## src/rtl/trm_cfg.svh

```systemverilog
// Constants for the token ring MAC profile block.
// Assumes a 200 MHz pclk; offsets are APB byte addresses.
`ifndef TRM_CFG_SVH
`define TRM_CFG_SVH
`define TRM_CLK_HZ 200000000
`define TRM_LINK_BPS 4000000
`define TRM_BIT_CYCLES (`TRM_CLK_HZ / `TRM_LINK_BPS)
`define TRM_TRR_US 4000
`define TRM_THT_US 8900
`define TRM_TOP_MS 20
`define TRM_TVX_MS 10
`define TRM_TNT_US 2600
`define TRM_TAM_S 7
`define TRM_TSM_S 15
`define TRM_TRR_CYC (`TRM_TRR_US * (`TRM_CLK_HZ / 1000000))
`define TRM_THT_CYC (`TRM_THT_US * (`TRM_CLK_HZ / 1000000))
`define TRM_TOP_CYC (`TRM_TOP_MS * (`TRM_CLK_HZ / 1000))
`define TRM_TVX_CYC (`TRM_TVX_MS * (`TRM_CLK_HZ / 1000))
`define TRM_TNT_CYC (`TRM_TNT_US * (`TRM_CLK_HZ / 1000000))
`define TRM_TAM_CYC (64'd`TRM_TAM_S * 64'd`TRM_CLK_HZ)
`define TRM_TSM_CYC (64'd`TRM_TSM_S * 64'd`TRM_CLK_HZ)
`define TRM_AMP_PRIO 3'h7
`define TRM_ALL_STATIONS 48'hC000FFFFFFFF
`define TRM_INFO_MAX 4425
`define TRM_INFO_SUPPORT 2000
`define TRM_REG_CTRL 12'h000
`define TRM_REG_STATUS 12'h004
`define TRM_REG_MY_ADDR_LO 12'h008
`define TRM_REG_MY_ADDR_HI 12'h00C
`define TRM_REG_GROUP_LO 12'h010
`define TRM_REG_GROUP_HI 12'h014
`define TRM_REG_FUNC 12'h018
`define TRM_REG_TIMER_START 12'h01C
`define TRM_REG_FRAME_DA_LO 12'h020
`define TRM_REG_FRAME_DA_HI 12'h024
`define TRM_REG_SEND_LEN 12'h028
`define TRM_REG_SEND_FC 12'h02C
`define TRM_REG_RX_COUNT 12'h030
`define TRM_CTRL_ENABLE 0
`define TRM_CTRL_GROUP_EN 1
`define TRM_CTRL_FUNC_EN 2
`define TRM_CTRL_SEND_ALL 3
`define TRM_CTRL_AMP 4
`define TRM_CTRL_SEND 5
`define TRM_NUM_TIMERS 7
`endif

```

## src/rtl/trm_pkg.sv

```systemverilog
// Types shared by the token ring MAC profile block.
// Assumes trm_cfg.svh for every numeric constant.
package trm_pkg;
    typedef enum logic [2:0] {
        TRM_TMR_TRR, TRM_TMR_THT, TRM_TMR_TOP, TRM_TMR_TVX,
        TRM_TMR_TNT, TRM_TMR_TAM, TRM_TMR_TSM
    } trm_timer_type;
    typedef enum logic [3:0] {
        TRM_TX_IDLE, TRM_TX_SD, TRM_TX_AC, TRM_TX_FC, TRM_TX_DA, TRM_TX_SA,
        TRM_TX_INFO, TRM_TX_FCS, TRM_TX_ED, TRM_TX_FS
    } trm_tx_state_type;
    typedef enum logic [2:0] {
        TRM_RX_IDLE, TRM_RX_HDR, TRM_RX_DA, TRM_RX_SA, TRM_RX_INFO
    } trm_rx_state_type;
    typedef struct packed {
        logic valid;
        logic last;
        logic [7:0] data;
    } trm_octet_type;
endpackage

```

## src/rtl/trm_mac.sv

```systemverilog
// Token ring MAC profile core: frame build and check, timers, APB registers.
// Assumes a serialiser/deserialiser outside that moves octets at the line rate.
//
// Summary of operation
// RQ1: Octet strobes paced to 4 Mbit/s.
// RQ2: Addresses are 48 bits everywhere.
// RQ3: Active monitor present frames carry priority seven.
// RQ4: All-stations address accepted and used for broadcast.
// RQ5: Return-to-repeat timer expires after 4 ms.
// RQ6: Token holding limited to 8.9 ms.
// RQ7: TOP timer loaded with 20 ms.
// RQ8: Valid-transmission timer expires 10 ms after restart.
// RQ9: No-token timer expires after 2.6 ms.
// RQ10: Active monitor timer period seven seconds.
// RQ11: Standby monitor timer timeout fifteen seconds.
// RQ12: Field order SD AC FC DA SA INFO FCS ED FS.
// RQ13: Info field above 4425 bytes refused.
// RQ14: Info fields of 1 to 2000+ bytes handled; tx_info_addr is 8 bits, so the transmit info fetch wraps every 256 bytes.
// RQ15: Group destination address matching supported.
// RQ16: Functional address matching optional for multicast.
// RQ17: Timers count pclk cycles, cleared on reset.
//
// The register addresses and the APB interface to the registers were left to the implementer.
`timescale 1ns/10ps
`include "trm_cfg.svh"
module trm_mac import trm_pkg::*; (
    // Clock and reset
    input wire logic pclk,
    input wire logic presetn,
    // APB slave
    input wire logic psel,
    input wire logic penable,
    input wire logic pwrite,
    input wire logic [11:0] paddr,
    input wire logic [31:0] pwdata,
    output logic [31:0] prdata,
    output logic pready,
    output logic pslverr,
    // Transmit octets toward the ring
    output trm_octet_type tx_octet,
    output logic [7:0] tx_info_addr,
    input wire logic [7:0] tx_info_data,
    // Receive octets from the ring
    input wire trm_octet_type rx_octet,
    output logic rx_match,
    output logic rx_too_long,
    // Timer expiry levels
    output logic [`TRM_NUM_TIMERS-1:0] timer_expired
);
    localparam int BITCYC = `TRM_BIT_CYCLES * 8;
    logic [31:0] ctrl;
    logic [47:0] my_addr, group_addr, frame_da;
    logic [31:0] func_mask;
    logic [12:0] send_len;
    logic [7:0] send_fc;
    logic [15:0] rx_count;
    logic [35:0] tmr_cnt [`TRM_NUM_TIMERS];
    logic [`TRM_NUM_TIMERS-1:0] tmr_run, tmr_start;
    logic [35:0] tmr_limit [`TRM_NUM_TIMERS];
    logic send_pulse, send_busy;
    logic [9:0] pace;
    logic octet_tick;
    trm_tx_state_type tx_state;
    logic [12:0] tx_idx;
    trm_rx_state_type rx_state;
    logic [12:0] rx_idx;
    logic [47:0] rx_da;
    logic wr_en;
    logic rx_over;

    // Register address decode, used by write and read paths
    function automatic logic known_addr(input logic [11:0] a);
        return a <= `TRM_REG_RX_COUNT && a[1:0] == 2'h0;
    endfunction

    assign wr_en = psel && penable && pwrite && known_addr(paddr);
    assign pready = 1'b1;
    assign pslverr = psel && penable && !known_addr(paddr);

    always_ff @(posedge pclk or negedge presetn) begin
        if (!presetn) begin
            ctrl <= 32'h0000_0000;
            my_addr <= 48'h0;
            group_addr <= 48'h0;
            func_mask <= 32'h0;
            frame_da <= 48'h0;
            send_len <= 13'h0001;
            send_fc <= 8'h00;
            tmr_start <= '0;
            send_pulse <= 1'b0;
        end else begin
            tmr_start <= '0;
            send_pulse <= 1'b0;
            if (wr_en) begin
                case (paddr)
                    `TRM_REG_CTRL: begin
                        ctrl <= {26'h0, 1'b0, pwdata[4:0]};
                        send_pulse <= pwdata[`TRM_CTRL_SEND];
                    end
                    `TRM_REG_MY_ADDR_LO: my_addr[31:0] <= pwdata;
                    `TRM_REG_MY_ADDR_HI: my_addr[47:32] <= pwdata[15:0];
                    `TRM_REG_GROUP_LO: group_addr[31:0] <= pwdata;
                    `TRM_REG_GROUP_HI: group_addr[47:32] <= pwdata[15:0];
                    `TRM_REG_FUNC: func_mask <= pwdata;
                    `TRM_REG_TIMER_START: tmr_start <= pwdata[`TRM_NUM_TIMERS-1:0];
                    `TRM_REG_FRAME_DA_LO: frame_da[31:0] <= pwdata;
                    `TRM_REG_FRAME_DA_HI: frame_da[47:32] <= pwdata[15:0];
                    `TRM_REG_SEND_LEN: send_len <= pwdata[12:0];
                    `TRM_REG_SEND_FC: send_fc <= pwdata[7:0];
                    default: ;
                endcase
            end
        end
    end

    always_ff @(posedge pclk or negedge presetn) begin
        if (!presetn) begin
            prdata <= 32'h0;
        end else if (psel && !penable && !pwrite) begin
            case (paddr)
                `TRM_REG_CTRL: prdata <= ctrl;
                `TRM_REG_STATUS: prdata <= {16'h0, 7'h0, send_busy, 1'b0, timer_expired};
                `TRM_REG_MY_ADDR_LO: prdata <= my_addr[31:0];
                `TRM_REG_MY_ADDR_HI: prdata <= {16'h0, my_addr[47:32]};
                `TRM_REG_GROUP_LO: prdata <= group_addr[31:0];
                `TRM_REG_GROUP_HI: prdata <= {16'h0, group_addr[47:32]};
                `TRM_REG_FUNC: prdata <= func_mask;
                `TRM_REG_TIMER_START: prdata <= {25'h0, tmr_run};
                `TRM_REG_FRAME_DA_LO: prdata <= frame_da[31:0];
                `TRM_REG_FRAME_DA_HI: prdata <= {16'h0, frame_da[47:32]};
                `TRM_REG_SEND_LEN: prdata <= {19'h0, send_len};
                `TRM_REG_SEND_FC: prdata <= {24'h0, send_fc};
                `TRM_REG_RX_COUNT: prdata <= {16'h0, rx_count};
                default: prdata <= 32'h0;
            endcase
        end
    end

    // Protocol timers from pclk cycle counts
    assign tmr_limit[TRM_TMR_TRR] = 36'(`TRM_TRR_CYC); // [RQ5] [RQ17]
    assign tmr_limit[TRM_TMR_THT] = 36'(`TRM_THT_CYC); // [RQ6]
    assign tmr_limit[TRM_TMR_TOP] = 36'(`TRM_TOP_CYC); // [RQ7]
    assign tmr_limit[TRM_TMR_TVX] = 36'(`TRM_TVX_CYC); // [RQ8]
    assign tmr_limit[TRM_TMR_TNT] = 36'(`TRM_TNT_CYC); // [RQ9]
    assign tmr_limit[TRM_TMR_TAM] = 36'(`TRM_TAM_CYC); // [RQ10]
    assign tmr_limit[TRM_TMR_TSM] = 36'(`TRM_TSM_CYC); // [RQ11]

    for (genvar t = 0; t < `TRM_NUM_TIMERS; t++) begin : g_tmr
        always_ff @(posedge pclk or negedge presetn) begin
            if (!presetn) begin
                tmr_cnt[t] <= 36'h0; // [RQ17]
                tmr_run[t] <= 1'b0;
                timer_expired[t] <= 1'b0;
            end else if (tmr_start[t]) begin
                tmr_cnt[t] <= 36'h0;
                tmr_run[t] <= 1'b1;
                timer_expired[t] <= 1'b0;
            end else if (tmr_run[t]) begin
                if (tmr_cnt[t] == tmr_limit[t] - 36'h1) begin
                    tmr_run[t] <= 1'b0;
                    timer_expired[t] <= 1'b1;
                end
                tmr_cnt[t] <= tmr_cnt[t] + 36'h1;
            end
        end
    end

    // Octet pacing at the line rate
    always_ff @(posedge pclk or negedge presetn) begin
        if (!presetn) begin
            pace <= 10'h0;
        end else if (pace == 10'(BITCYC - 1)) begin
            pace <= 10'h0; // [RQ1]
        end else begin
            pace <= pace + 10'h1;
        end
    end
    assign octet_tick = pace == 10'(BITCYC - 1);
    assign send_busy = tx_state != TRM_TX_IDLE;
    assign tx_info_addr = tx_idx[7:0];
    // Info plus 6 trailer octets past the limit, judged on the current octet
    assign rx_over = rx_idx >= 13'(`TRM_INFO_MAX + 6);

    // Transmit sequencer
    always_ff @(posedge pclk or negedge presetn) begin
        if (!presetn) begin
            tx_state <= TRM_TX_IDLE;
            tx_idx <= 13'h0;
            tx_octet <= '0;
        end else begin
            tx_octet.valid <= 1'b0;
            tx_octet.last <= 1'b0;
            case (tx_state)
                TRM_TX_IDLE: begin
                    // Lengths outside 1..4425 are refused
                    if (send_pulse && ctrl[`TRM_CTRL_ENABLE] && send_len != 13'h0
                        && send_len <= 13'(`TRM_INFO_MAX)) begin // [RQ13] [RQ14]
                        tx_state <= TRM_TX_SD;
                    end
                end
                default: if (octet_tick) begin
                    tx_octet.valid <= 1'b1;
                    tx_idx <= tx_idx + 13'h1;
                    case (tx_state)
                        TRM_TX_SD: begin
                            tx_octet.data <= 8'h00;
                            tx_state <= TRM_TX_AC; // [RQ12]
                            tx_idx <= 13'h0;
                        end
                        TRM_TX_AC: begin
                            // AC priority field in bits 7:5
                            tx_octet.data <= ctrl[`TRM_CTRL_AMP] ? {`TRM_AMP_PRIO, 5'h00}
                                : 8'h00; // [RQ3]
                            tx_state <= TRM_TX_FC;
                        end
                        TRM_TX_FC: begin
                            tx_octet.data <= send_fc;
                            tx_state <= TRM_TX_DA;
                            tx_idx <= 13'h0;
                        end
                        TRM_TX_DA: begin
                            tx_octet.data <= ctrl[`TRM_CTRL_SEND_ALL]
                                ? 8'(`TRM_ALL_STATIONS >> (8 * (5 - tx_idx[2:0]))) // [RQ4]
                                : 8'(frame_da >> (8 * (5 - tx_idx[2:0]))); // [RQ2]
                            if (tx_idx == 13'h5) begin
                                tx_state <= TRM_TX_SA;
                                tx_idx <= 13'h0;
                            end
                        end
                        TRM_TX_SA: begin
                            tx_octet.data <= 8'(my_addr >> (8 * (5 - tx_idx[2:0])));
                            if (tx_idx == 13'h5) begin
                                tx_state <= TRM_TX_INFO;
                                tx_idx <= 13'h0;
                            end
                        end
                        TRM_TX_INFO: begin
                            tx_octet.data <= tx_info_data;
                            if (tx_idx == send_len - 13'h1) begin
                                tx_state <= TRM_TX_FCS;
                                tx_idx <= 13'h0;
                            end
                        end
                        TRM_TX_FCS: begin
                            tx_octet.data <= 8'h00;
                            if (tx_idx == 13'h3) begin
                                tx_state <= TRM_TX_ED;
                            end
                        end
                        TRM_TX_ED: begin
                            tx_octet.data <= 8'h00;
                            tx_state <= TRM_TX_FS;
                        end
                        TRM_TX_FS: begin
                            tx_octet.data <= 8'h00;
                            tx_octet.last <= 1'b1;
                            tx_state <= TRM_TX_IDLE;
                        end
                        default: tx_state <= TRM_TX_IDLE;
                    endcase
                end
            endcase
        end
    end

    // Receive checker: destination match and info length
    always_ff @(posedge pclk or negedge presetn) begin
        if (!presetn) begin
            rx_state <= TRM_RX_IDLE;
            rx_idx <= 13'h0;
            rx_da <= 48'h0;
            rx_match <= 1'b0;
            rx_too_long <= 1'b0;
            rx_count <= 16'h0;
        end else if (rx_octet.valid) begin
            rx_idx <= rx_idx + 13'h1;
            case (rx_state)
                TRM_RX_IDLE: begin
                    rx_state <= TRM_RX_HDR;
                    rx_idx <= 13'h1;
                    rx_match <= 1'b0;
                    rx_too_long <= 1'b0;
                end
                TRM_RX_HDR: if (rx_idx == 13'h2) begin
                    rx_state <= TRM_RX_DA;
                    rx_idx <= 13'h0;
                end
                TRM_RX_DA: begin
                    rx_da <= {rx_da[39:0], rx_octet.data}; // [RQ2]
                    if (rx_idx == 13'h5) begin
                        rx_state <= TRM_RX_SA;
                        rx_idx <= 13'h0;
                    end
                end
                TRM_RX_SA: begin
                    if (rx_idx == 13'h0) begin
                        rx_match <= ctrl[`TRM_CTRL_ENABLE] && (rx_da == my_addr
                            || rx_da == `TRM_ALL_STATIONS // [RQ4]
                            || (ctrl[`TRM_CTRL_GROUP_EN] && rx_da == group_addr) // [RQ15]
                            || (ctrl[`TRM_CTRL_FUNC_EN] && rx_da[47:31] == 17'h18000
                                && (rx_da[30:0] & func_mask[30:0]) != 31'h0)); // [RQ16]
                    end
                    if (rx_idx == 13'h5) begin
                        rx_state <= TRM_RX_INFO;
                        rx_idx <= 13'h0;
                    end
                end
                TRM_RX_INFO: begin
                    // Trailer of 6 octets follows info
                    if (rx_over) begin
                        rx_too_long <= 1'b1; // [RQ13]
                        rx_match <= 1'b0;
                    end
                    if (rx_octet.last) begin
                        rx_state <= TRM_RX_IDLE;
                        if (rx_match && !rx_too_long && !rx_over) begin
                            rx_count <= rx_count + 16'h1; // [RQ14]
                        end
                    end
                end
                default: rx_state <= TRM_RX_IDLE;
            endcase
        end
    end
endmodule // trm_mac

```

## config.mk

```make
export PLATFORM = sky130hd
export DESIGN_NAME = trm_mac
export DESIGN_NICKNAME = d
export VERILOG_FILES = /design/src/rtl/trm_pkg.sv /design/src/rtl/trm_mac.sv
export VERILOG_INCLUDE_DIRS = /design/src /design/src/rtl
export SDC_FILE = /design/constraint.sdc
export NUM_CORES = 1
export LEC_CHECK = 0
export BUFFER_PORTS_ARGS = -buffer_cell sky130_fd_sc_hd__buf_4
export CORE_MARGIN = 4
export CORE_UTILIZATION = 47
export CTS_CLUSTER_SIZE = 16
export DETAILED_ROUTE_END_ITERATION = 8
export HOLD_SLACK_MARGIN = 0.02
export PLACE_DENSITY = 0.67
export SYNTH_ARGS = -nofsm -noshare
export SYNTH_HDL_FRONTEND = slang
export SYNTH_SLANG_ARGS = --single-unit
```

## constraint.sdc

```tcl
create_clock -name pclk -period 4.23 [get_ports pclk]
set_input_delay 0.846 -clock pclk [delete_from_list [all_inputs] [get_ports pclk]]
set_output_delay 0.846 -clock pclk [all_outputs]
set_load 0.02 [all_outputs]
```

==> out/metrics.cfg, run 1 <==
[status]
status = completed

[clock_network]
clk_path_buf_depth = 3
clk_pin_slew_ns = 0.05
clock-sinks = 627
clk_latency_ns = 0.62
numCtsBuffers = 71
cts_max_level = 3
cts_tree = yes
ctsHoldBuffers = 0
cts_setup_buffers = 0
cts_repair_resize_count = 0
cts_root_buffer = clkbuf_16

[global_route]
grt_start_max_net_pins = 103
grt_pass1_wl_mm = 145
track_usage_pct = 26.0
grt_overflow_total = 0
antenna_found_initial = 0
first_global_vias = 24300

[cells_and_area]
final_area_um2 = 35700
layout_commonest_cell = dfrtp_1
layout-drive-gt1-share_pct = 17.0
final_cell_mix = dfrtp_1 (626), nor2_1 (356), xor2_1 (224)
diodes = 0
fin_cells = 4003
final_core_util_pct = 54.1
syn_to_final_growth_pct = 13.4
nets = 3173
nFillCells = 5720

[placement]
io_buffers = 126
dp.cells = 3878
dpl.hpwl_mm = 67.1
dpl_cell_area_um2 = 33400
pre_cts_ws_ns = 0.658
gp_congestion = 0.996

[timing]
rsz0062_at_grt = false
skew_ns = 0.0201
hold_violations = 0
worst_slew_pin_slew_ns = 1.21
setup_slack_ns = 0.831
fmax_ghz = 0.294
finalCritPeriodShare_pct = 80.4
setup_viol = 0
slew_headroom_pct = 19.2
finalSetupTns_ns = 0
slew_violations = 0
fin_crit_ns = 3.40
hold_ws_ns = 0.171

[run]
drv_cap = 0

[worst_setup_path]
max_stage_delay_ns = 0.57
critPathMaxFanout = 11
r2r_start = send_len[1]$_DFFE_PN0P_
crit_arrival_ns = 3.87
worstSetupStartpointType = register
slowest_stage = or4_1
critPathTopFamily = compound AO/OA/AOI/OAI gates
r2r_cells = 9
reg2reg_slack_ns = 0.83
reg2reg_to = tx_idx[0]$_DFFE_PN0P_
crit_required_ns = 4.70
endpoint_kind = register
critPathBufInv = 1
cp_cell_sequence = inv_1, ha_1, nand2b_1, or4_1, a211oi_1, nor3_1, a2111oi_4, a21o_1, o21ai_2
worstSetupPathType = reg2reg

[synth]
synthCells = 2990
synth_area_per_cell_um2 = 10.5
syn_nets = 3076
synth_edf_count = 0
ys_seq_elements = 627
synthArstFlopShare_pct = 100
ys_seq_area_share_pct = 49.8
synth_area_um2 = 31500
yosys_warnings = 0
synth.distinct_cells = 82
synth_flop_cell = dfrtp_1

[drt]
vias = 24400
drc_errors = 0
wl_per_cell_um = 23.2
vias_per_cell = 6.09
ant_nets = 0
drtPass1Iterations = 8
drt_iter0_markers = 2304
routed_wl_mm = 93.0

[floorplanning]
fp.dieArea_um2 = 71200
die_w_um = 267
die_height_um = 267
rows = 94
coreArea_um2 = 66100
initial_utilization_pct = 47.7
io_pins = 128

[pwr]
power_per_cell_area_nw_per_um2 = 411
power_mw = 14.7
power_leakage_nw = 16.3
peakVddDrop_v = 0.000279

[min_path]
hold_class = in2async

==> cells in the mapped netlist (all sizes together) (7+ instances only) <==
| cell | count | area share, % |
|---|---|---|
| dfrtp | 626 | 50 |
| nor2 | 356 | 4.2 |
| mux2 | 244 | 8.7 |
| xor2 | 224 | 6.2 |
| nand2 | 202 | 2.4 |
| xnor2 | 127 | 3.6 |
| nand3 | 121 | 1.9 |
| clkbuf | 116 | 1.4 |
| nand4 | 110 | 2.2 |
| o21ai | 91 | 1.5 |
| nor4 | 80 | 1.6 |
| a21oi | 71 | 1.2 |
| and3 | 59 | 1.2 |
| inv | 54 | 0.64 |
| nor3 | 51 | 0.81 |
| or3 | 43 | 0.85 |
| a22oi | 40 | 0.95 |
| buf | 34 | 0.63 |
| a222oi | 28 | 0.89 |
| a31oi | 25 | 0.50 |
| mux4 | 22 | 1.6 |
| mux2i | 21 | 0.67 |
| a221oi | 19 | 0.53 |
| and2 | 19 | 0.38 |
| ha | 19 | 0.75 |
| and4 | 18 | 0.50 |
| a211oi | 16 | 0.40 |
| nor4b | 13 | 0.36 |
| a22o | 10 | 0.28 |
| nand2b | 9 | 0.18 |
| nor2b | 9 | 0.18 |
| o31ai | 9 | 0.21 |
| a211o | 8 | 0.22 |
| or4 | 8 | 0.21 |
| o21a | 7 | 0.17 |
==> routing by layer <==
| layer | part of all wire, % | GRT usage [%] | vias up |
|---|---|---|---|
| met5 | 0 | 0 | - |
| met4 | 3.8 | 10.2 | 0 |
| met3 | 6.9 | 4.56 | 187 |
| met2 | 47 | 41.8 | 840 |
| met1 | 42 | 35.4 | 12400 |
| li1 | - | - | 11000 |
==> flip-flops by register name, summed over array words and instances, names as in the netlist, 3 cells and up <==
register and flops:
ctrl 5, frame_da 48, func_mask 32, group_addr 48, my_addr 48, pace 10
prdata 32, rx_count 16, rx_da 48, rx_idx 13, rx_state 3, send_fc 8
send_len 13, timer_expired 7, tmr_cnt 252, tmr_run 7, tmr_start 7, tx_idx 13
tx_octet 10, tx_state 4
==> report_power, final <==
part	internal (mW)	switching, mW	leakage [nW]
Combinational	0.694	0.846	6.59
Clock	3.66	2.53	1.14
Sequential	6.30	0.656	8.53
Total	10.7	4.03	16.3
==> layout make-up <==
type                    count  area [um2]  share of cell area [%]
well taps                 864        1080                    3.03
clock inverters            20         268                   0.749
inverters                  54         203                   0.567
multi-input cells        2159       15000                    42.0
repair buffers            174        1410                    3.96
clock buffers             105        2080                    5.81
flip-flops and latches    627       15700                    43.9
==> how the worst max path moves through the flow <==
stage / start / slack [ns] / end / depth (start not counted)
after CTS: send_len[1]$_DFFE_PN0P_ / 0.85 / tx_idx[9]$_DFFE_PN0P_ / 9
after floorplan: paddr[9] / 1.10 / my_addr[38]$_DFFE_PN0P_ / 8
final: send_len[1]$_DFFE_PN0P_ / 0.83 / tx_idx[0]$_DFFE_PN0P_ / 9
after detailed placement: paddr[3] / 0.66 / my_addr[37]$_DFFE_PN0P_ / 8
after global routing: tmr_start[0]$_DFF_PN0_ / 0.60 / tmr_cnt[246]$_DFFE_PN0P_ / 6
after global placement: paddr[3] / 0.79 / my_addr[37]$_DFFE_PN0P_ / 8
==> logic make-up after synthesis <==
family | after synthesis | share of synthesized area, %
mux | 287 | 11.0
fa+ha+maj | 19 | 0.755
flops | 627 | 49.8
simple gates | 1126 | 17.7
xor+xnor | 351 | 9.78
buf+inv | 204 | 2.66
other cells | 1 | 0.0119
compound gates | 375 | 8.29
No activity file was read; power rests on OpenSTA's default activity.
==> run 2, diff against run 1 <==
- clock period: 4.23 -> 3.3 ns (I/O delays scaled with it)
==> run 2 against run 1 <==
Net effect:
- first-iteration DRC count up 13%
- flip-flop and latch count is the same
- count of clock-buffer cells in the layout decreased by 6
- global-route usage rose by 0.41 points
- utilization increased by 0.67 points
- maximum frequency up 12%
- clock power rose by 33%
- register-to-register slack got worse by 0.57 ns
- design area increased by 1.2%
- sequential share of layout area decreased by 0.53 points
- worst setup slack worse by 0.57 ns
- critical path type unchanged
- largest power group unchanged
==> out/metrics.cfg, run 2 (synthesis gave the netlist of run 1 again) <==
[cells_and_area]
final_cell_mix = dfrtp_1 (626), nor2_1 (356), xor2_1 (224)
nets = 3211
layout_commonest_cell = dfrtp_1
final_area_um2 = 36200
layout-drive-gt1-share_pct = 18.4
largest_reg_flops = 252
max_flop_register = tmr_cnt
syn_to_final_growth_pct = 14.8

[global_route]
grt_start_max_net_pins = 107
grt_pass1_wl_mm = 147
track_usage_pct = 26.4
antenna_found_initial = 3
grt_overflow_total = 0
first_global_vias = 24700

[placement]
gp_congestion = 0.989
dpl.hpwl_mm = 68.3
io_buffers = 126
dpl_cell_area_um2 = 33700

[drt]
drtPass1Iterations = 8
vias_per_cell = 6.11
drt_iter0_markers = 2592
wl_per_cell_um = 23.4
ant_nets = 0
vias = 24700
routed_wl_mm = 94.6
drc_errors = 0

[floorplanning]
die_height_um = 267
initial_utilization_pct = 47.7
io_pins = 128
coreArea_um2 = 66100
fp.dieArea_um2 = 71200
rows = 94
die_w_um = 267

[worst_setup_path]
cp_common_cell = or4_4
slowest_stage = or4_4
max_stage_delay_ns = 0.59
critPathMaxFanout = 11
cp_cell_sequence = or4_4, or4_4, xnor2_2, nand4_2, a2111oi_4, a21o_1, buf_4, o31ai_1
critPathBufInv = 1
worstSetupPathType = reg2reg
crit_required_ns = 3.78
reg2reg_slack_ns = 0.26
crit_arrival_ns = 3.52
worstSetupStartpointType = register
critPathTopFamily = simple AND/OR/NAND/NOR gates
endpoint_kind = register

[timing]
slew_violations = 0
rsz0062_at_grt = false
hold_violations = 0
fmax_ghz = 0.329
fin_crit_ns = 3.04
skew_ns = 0.0259
slew_headroom_pct = 46.0
worst_slew_pin_slew_ns = 0.806
finalCritPeriodShare_pct = 92.1
setup_viol = 0
finalSetupTns_ns = 0

[status]
status = completed

[clock_network]
clock-sinks = 627
cts_root_buffer = clkbuf_16
cts_max_level = 3
cts_repair_resize_count = 0
clk_latency_ns = 0.63
numCtsBuffers = 72
clk_path_buf_depth = 3
cts_tree = yes
clk_pin_slew_ns = 0.06

[pwr]
peakVddDrop_v = 0.000380
power_per_cell_area_nw_per_um2 = 530
power_leakage_nw = 16.5

[run]
drv_cap = 0

[min_path]
hold_class = in2reg

==> run 2: layout make-up <==
| cell class | instances | area, um2 |
|---|---|---|
| antenna | 1 | 2.50 |
| clock buffer | 99 | 2080 |
| clock inverter | 32 | 368 |
| fill | 5729 | 29900 |
| inverter | 54 | 203 |
| multi-input combinational | 2159 | 15000 |
| sequential | 627 | 15700 |
| tap | 864 | 1080 |
| timing repair buffer | 211 | 1740 |
==> run 2: final timing paths <==
| check | start | to | cells past startpoint |
|---|---|---|---|
| setup reg to reg | send_len[5]$_DFFE_PN0P_ | tx_idx[1]$_DFFE_PN0P_ | 8 |
| hold reg to reg | pace[9]$_DFF_PN0_ | pace[9]$_DFF_PN0_ | 1 |
| max in group asynchronous | presetn | tmr_cnt[32]$_DFFE_PN0P_ | 3 |
| setup / recovery | send_len[5]$_DFFE_PN0P_ | tx_idx[1]$_DFFE_PN0P_ | 8 |
| hold / removal | rx_octet[2] | rx_da[2]$_DFFE_PN0P_ | 2 |
| min in group asynchronous | presetn | frame_da[14]$_DFFE_PN0P_ | 2 |
==> run 2: stage by stage <==
| stage | instances | power (mW) | utilization [%] | hold WS (ns) | setup WS (ns) |
|---|---|---|---|---|---|
| after floorplan | 2990 | 9.89 | - | 0.364 | 0.358 |
| after CTS | 4046 | 19.3 | 54.7 | 0.249 | 0.300 |
| after detailed placement | 3914 | 11.0 | 51.0 | 0.464 | 0.222 |
| after global placement | 3914 | 10.9 | 51.0 | 0.444 | 0.211 |
| final | 4047 | 19.2 | 54.7 | 0.270 | 0.260 |
| after global routing | 4046 | 19.8 | 54.7 | 0.262 | 0.143 |
==> run 2: power breakdown <==
group | switching [mW] | internal (mW)
registers | 0.838 | 8.07
clock network | 3.34 | 4.92
logic | 1.12 | 0.892
==> run 2: per-layer routing <==
layer	GRT usage (%)	part of all wire, %
met1	36.1	42
met2	43.0	47
met3	4.00	6.8
met4	10.1	3.9
met5	0	0.014
==> run 2: repair_timing <==
action / in CTS / in global routing
hold endpoints to repair: 32 / 0
buffers inserted: 0 / 0
hold buffers: 1 / 0
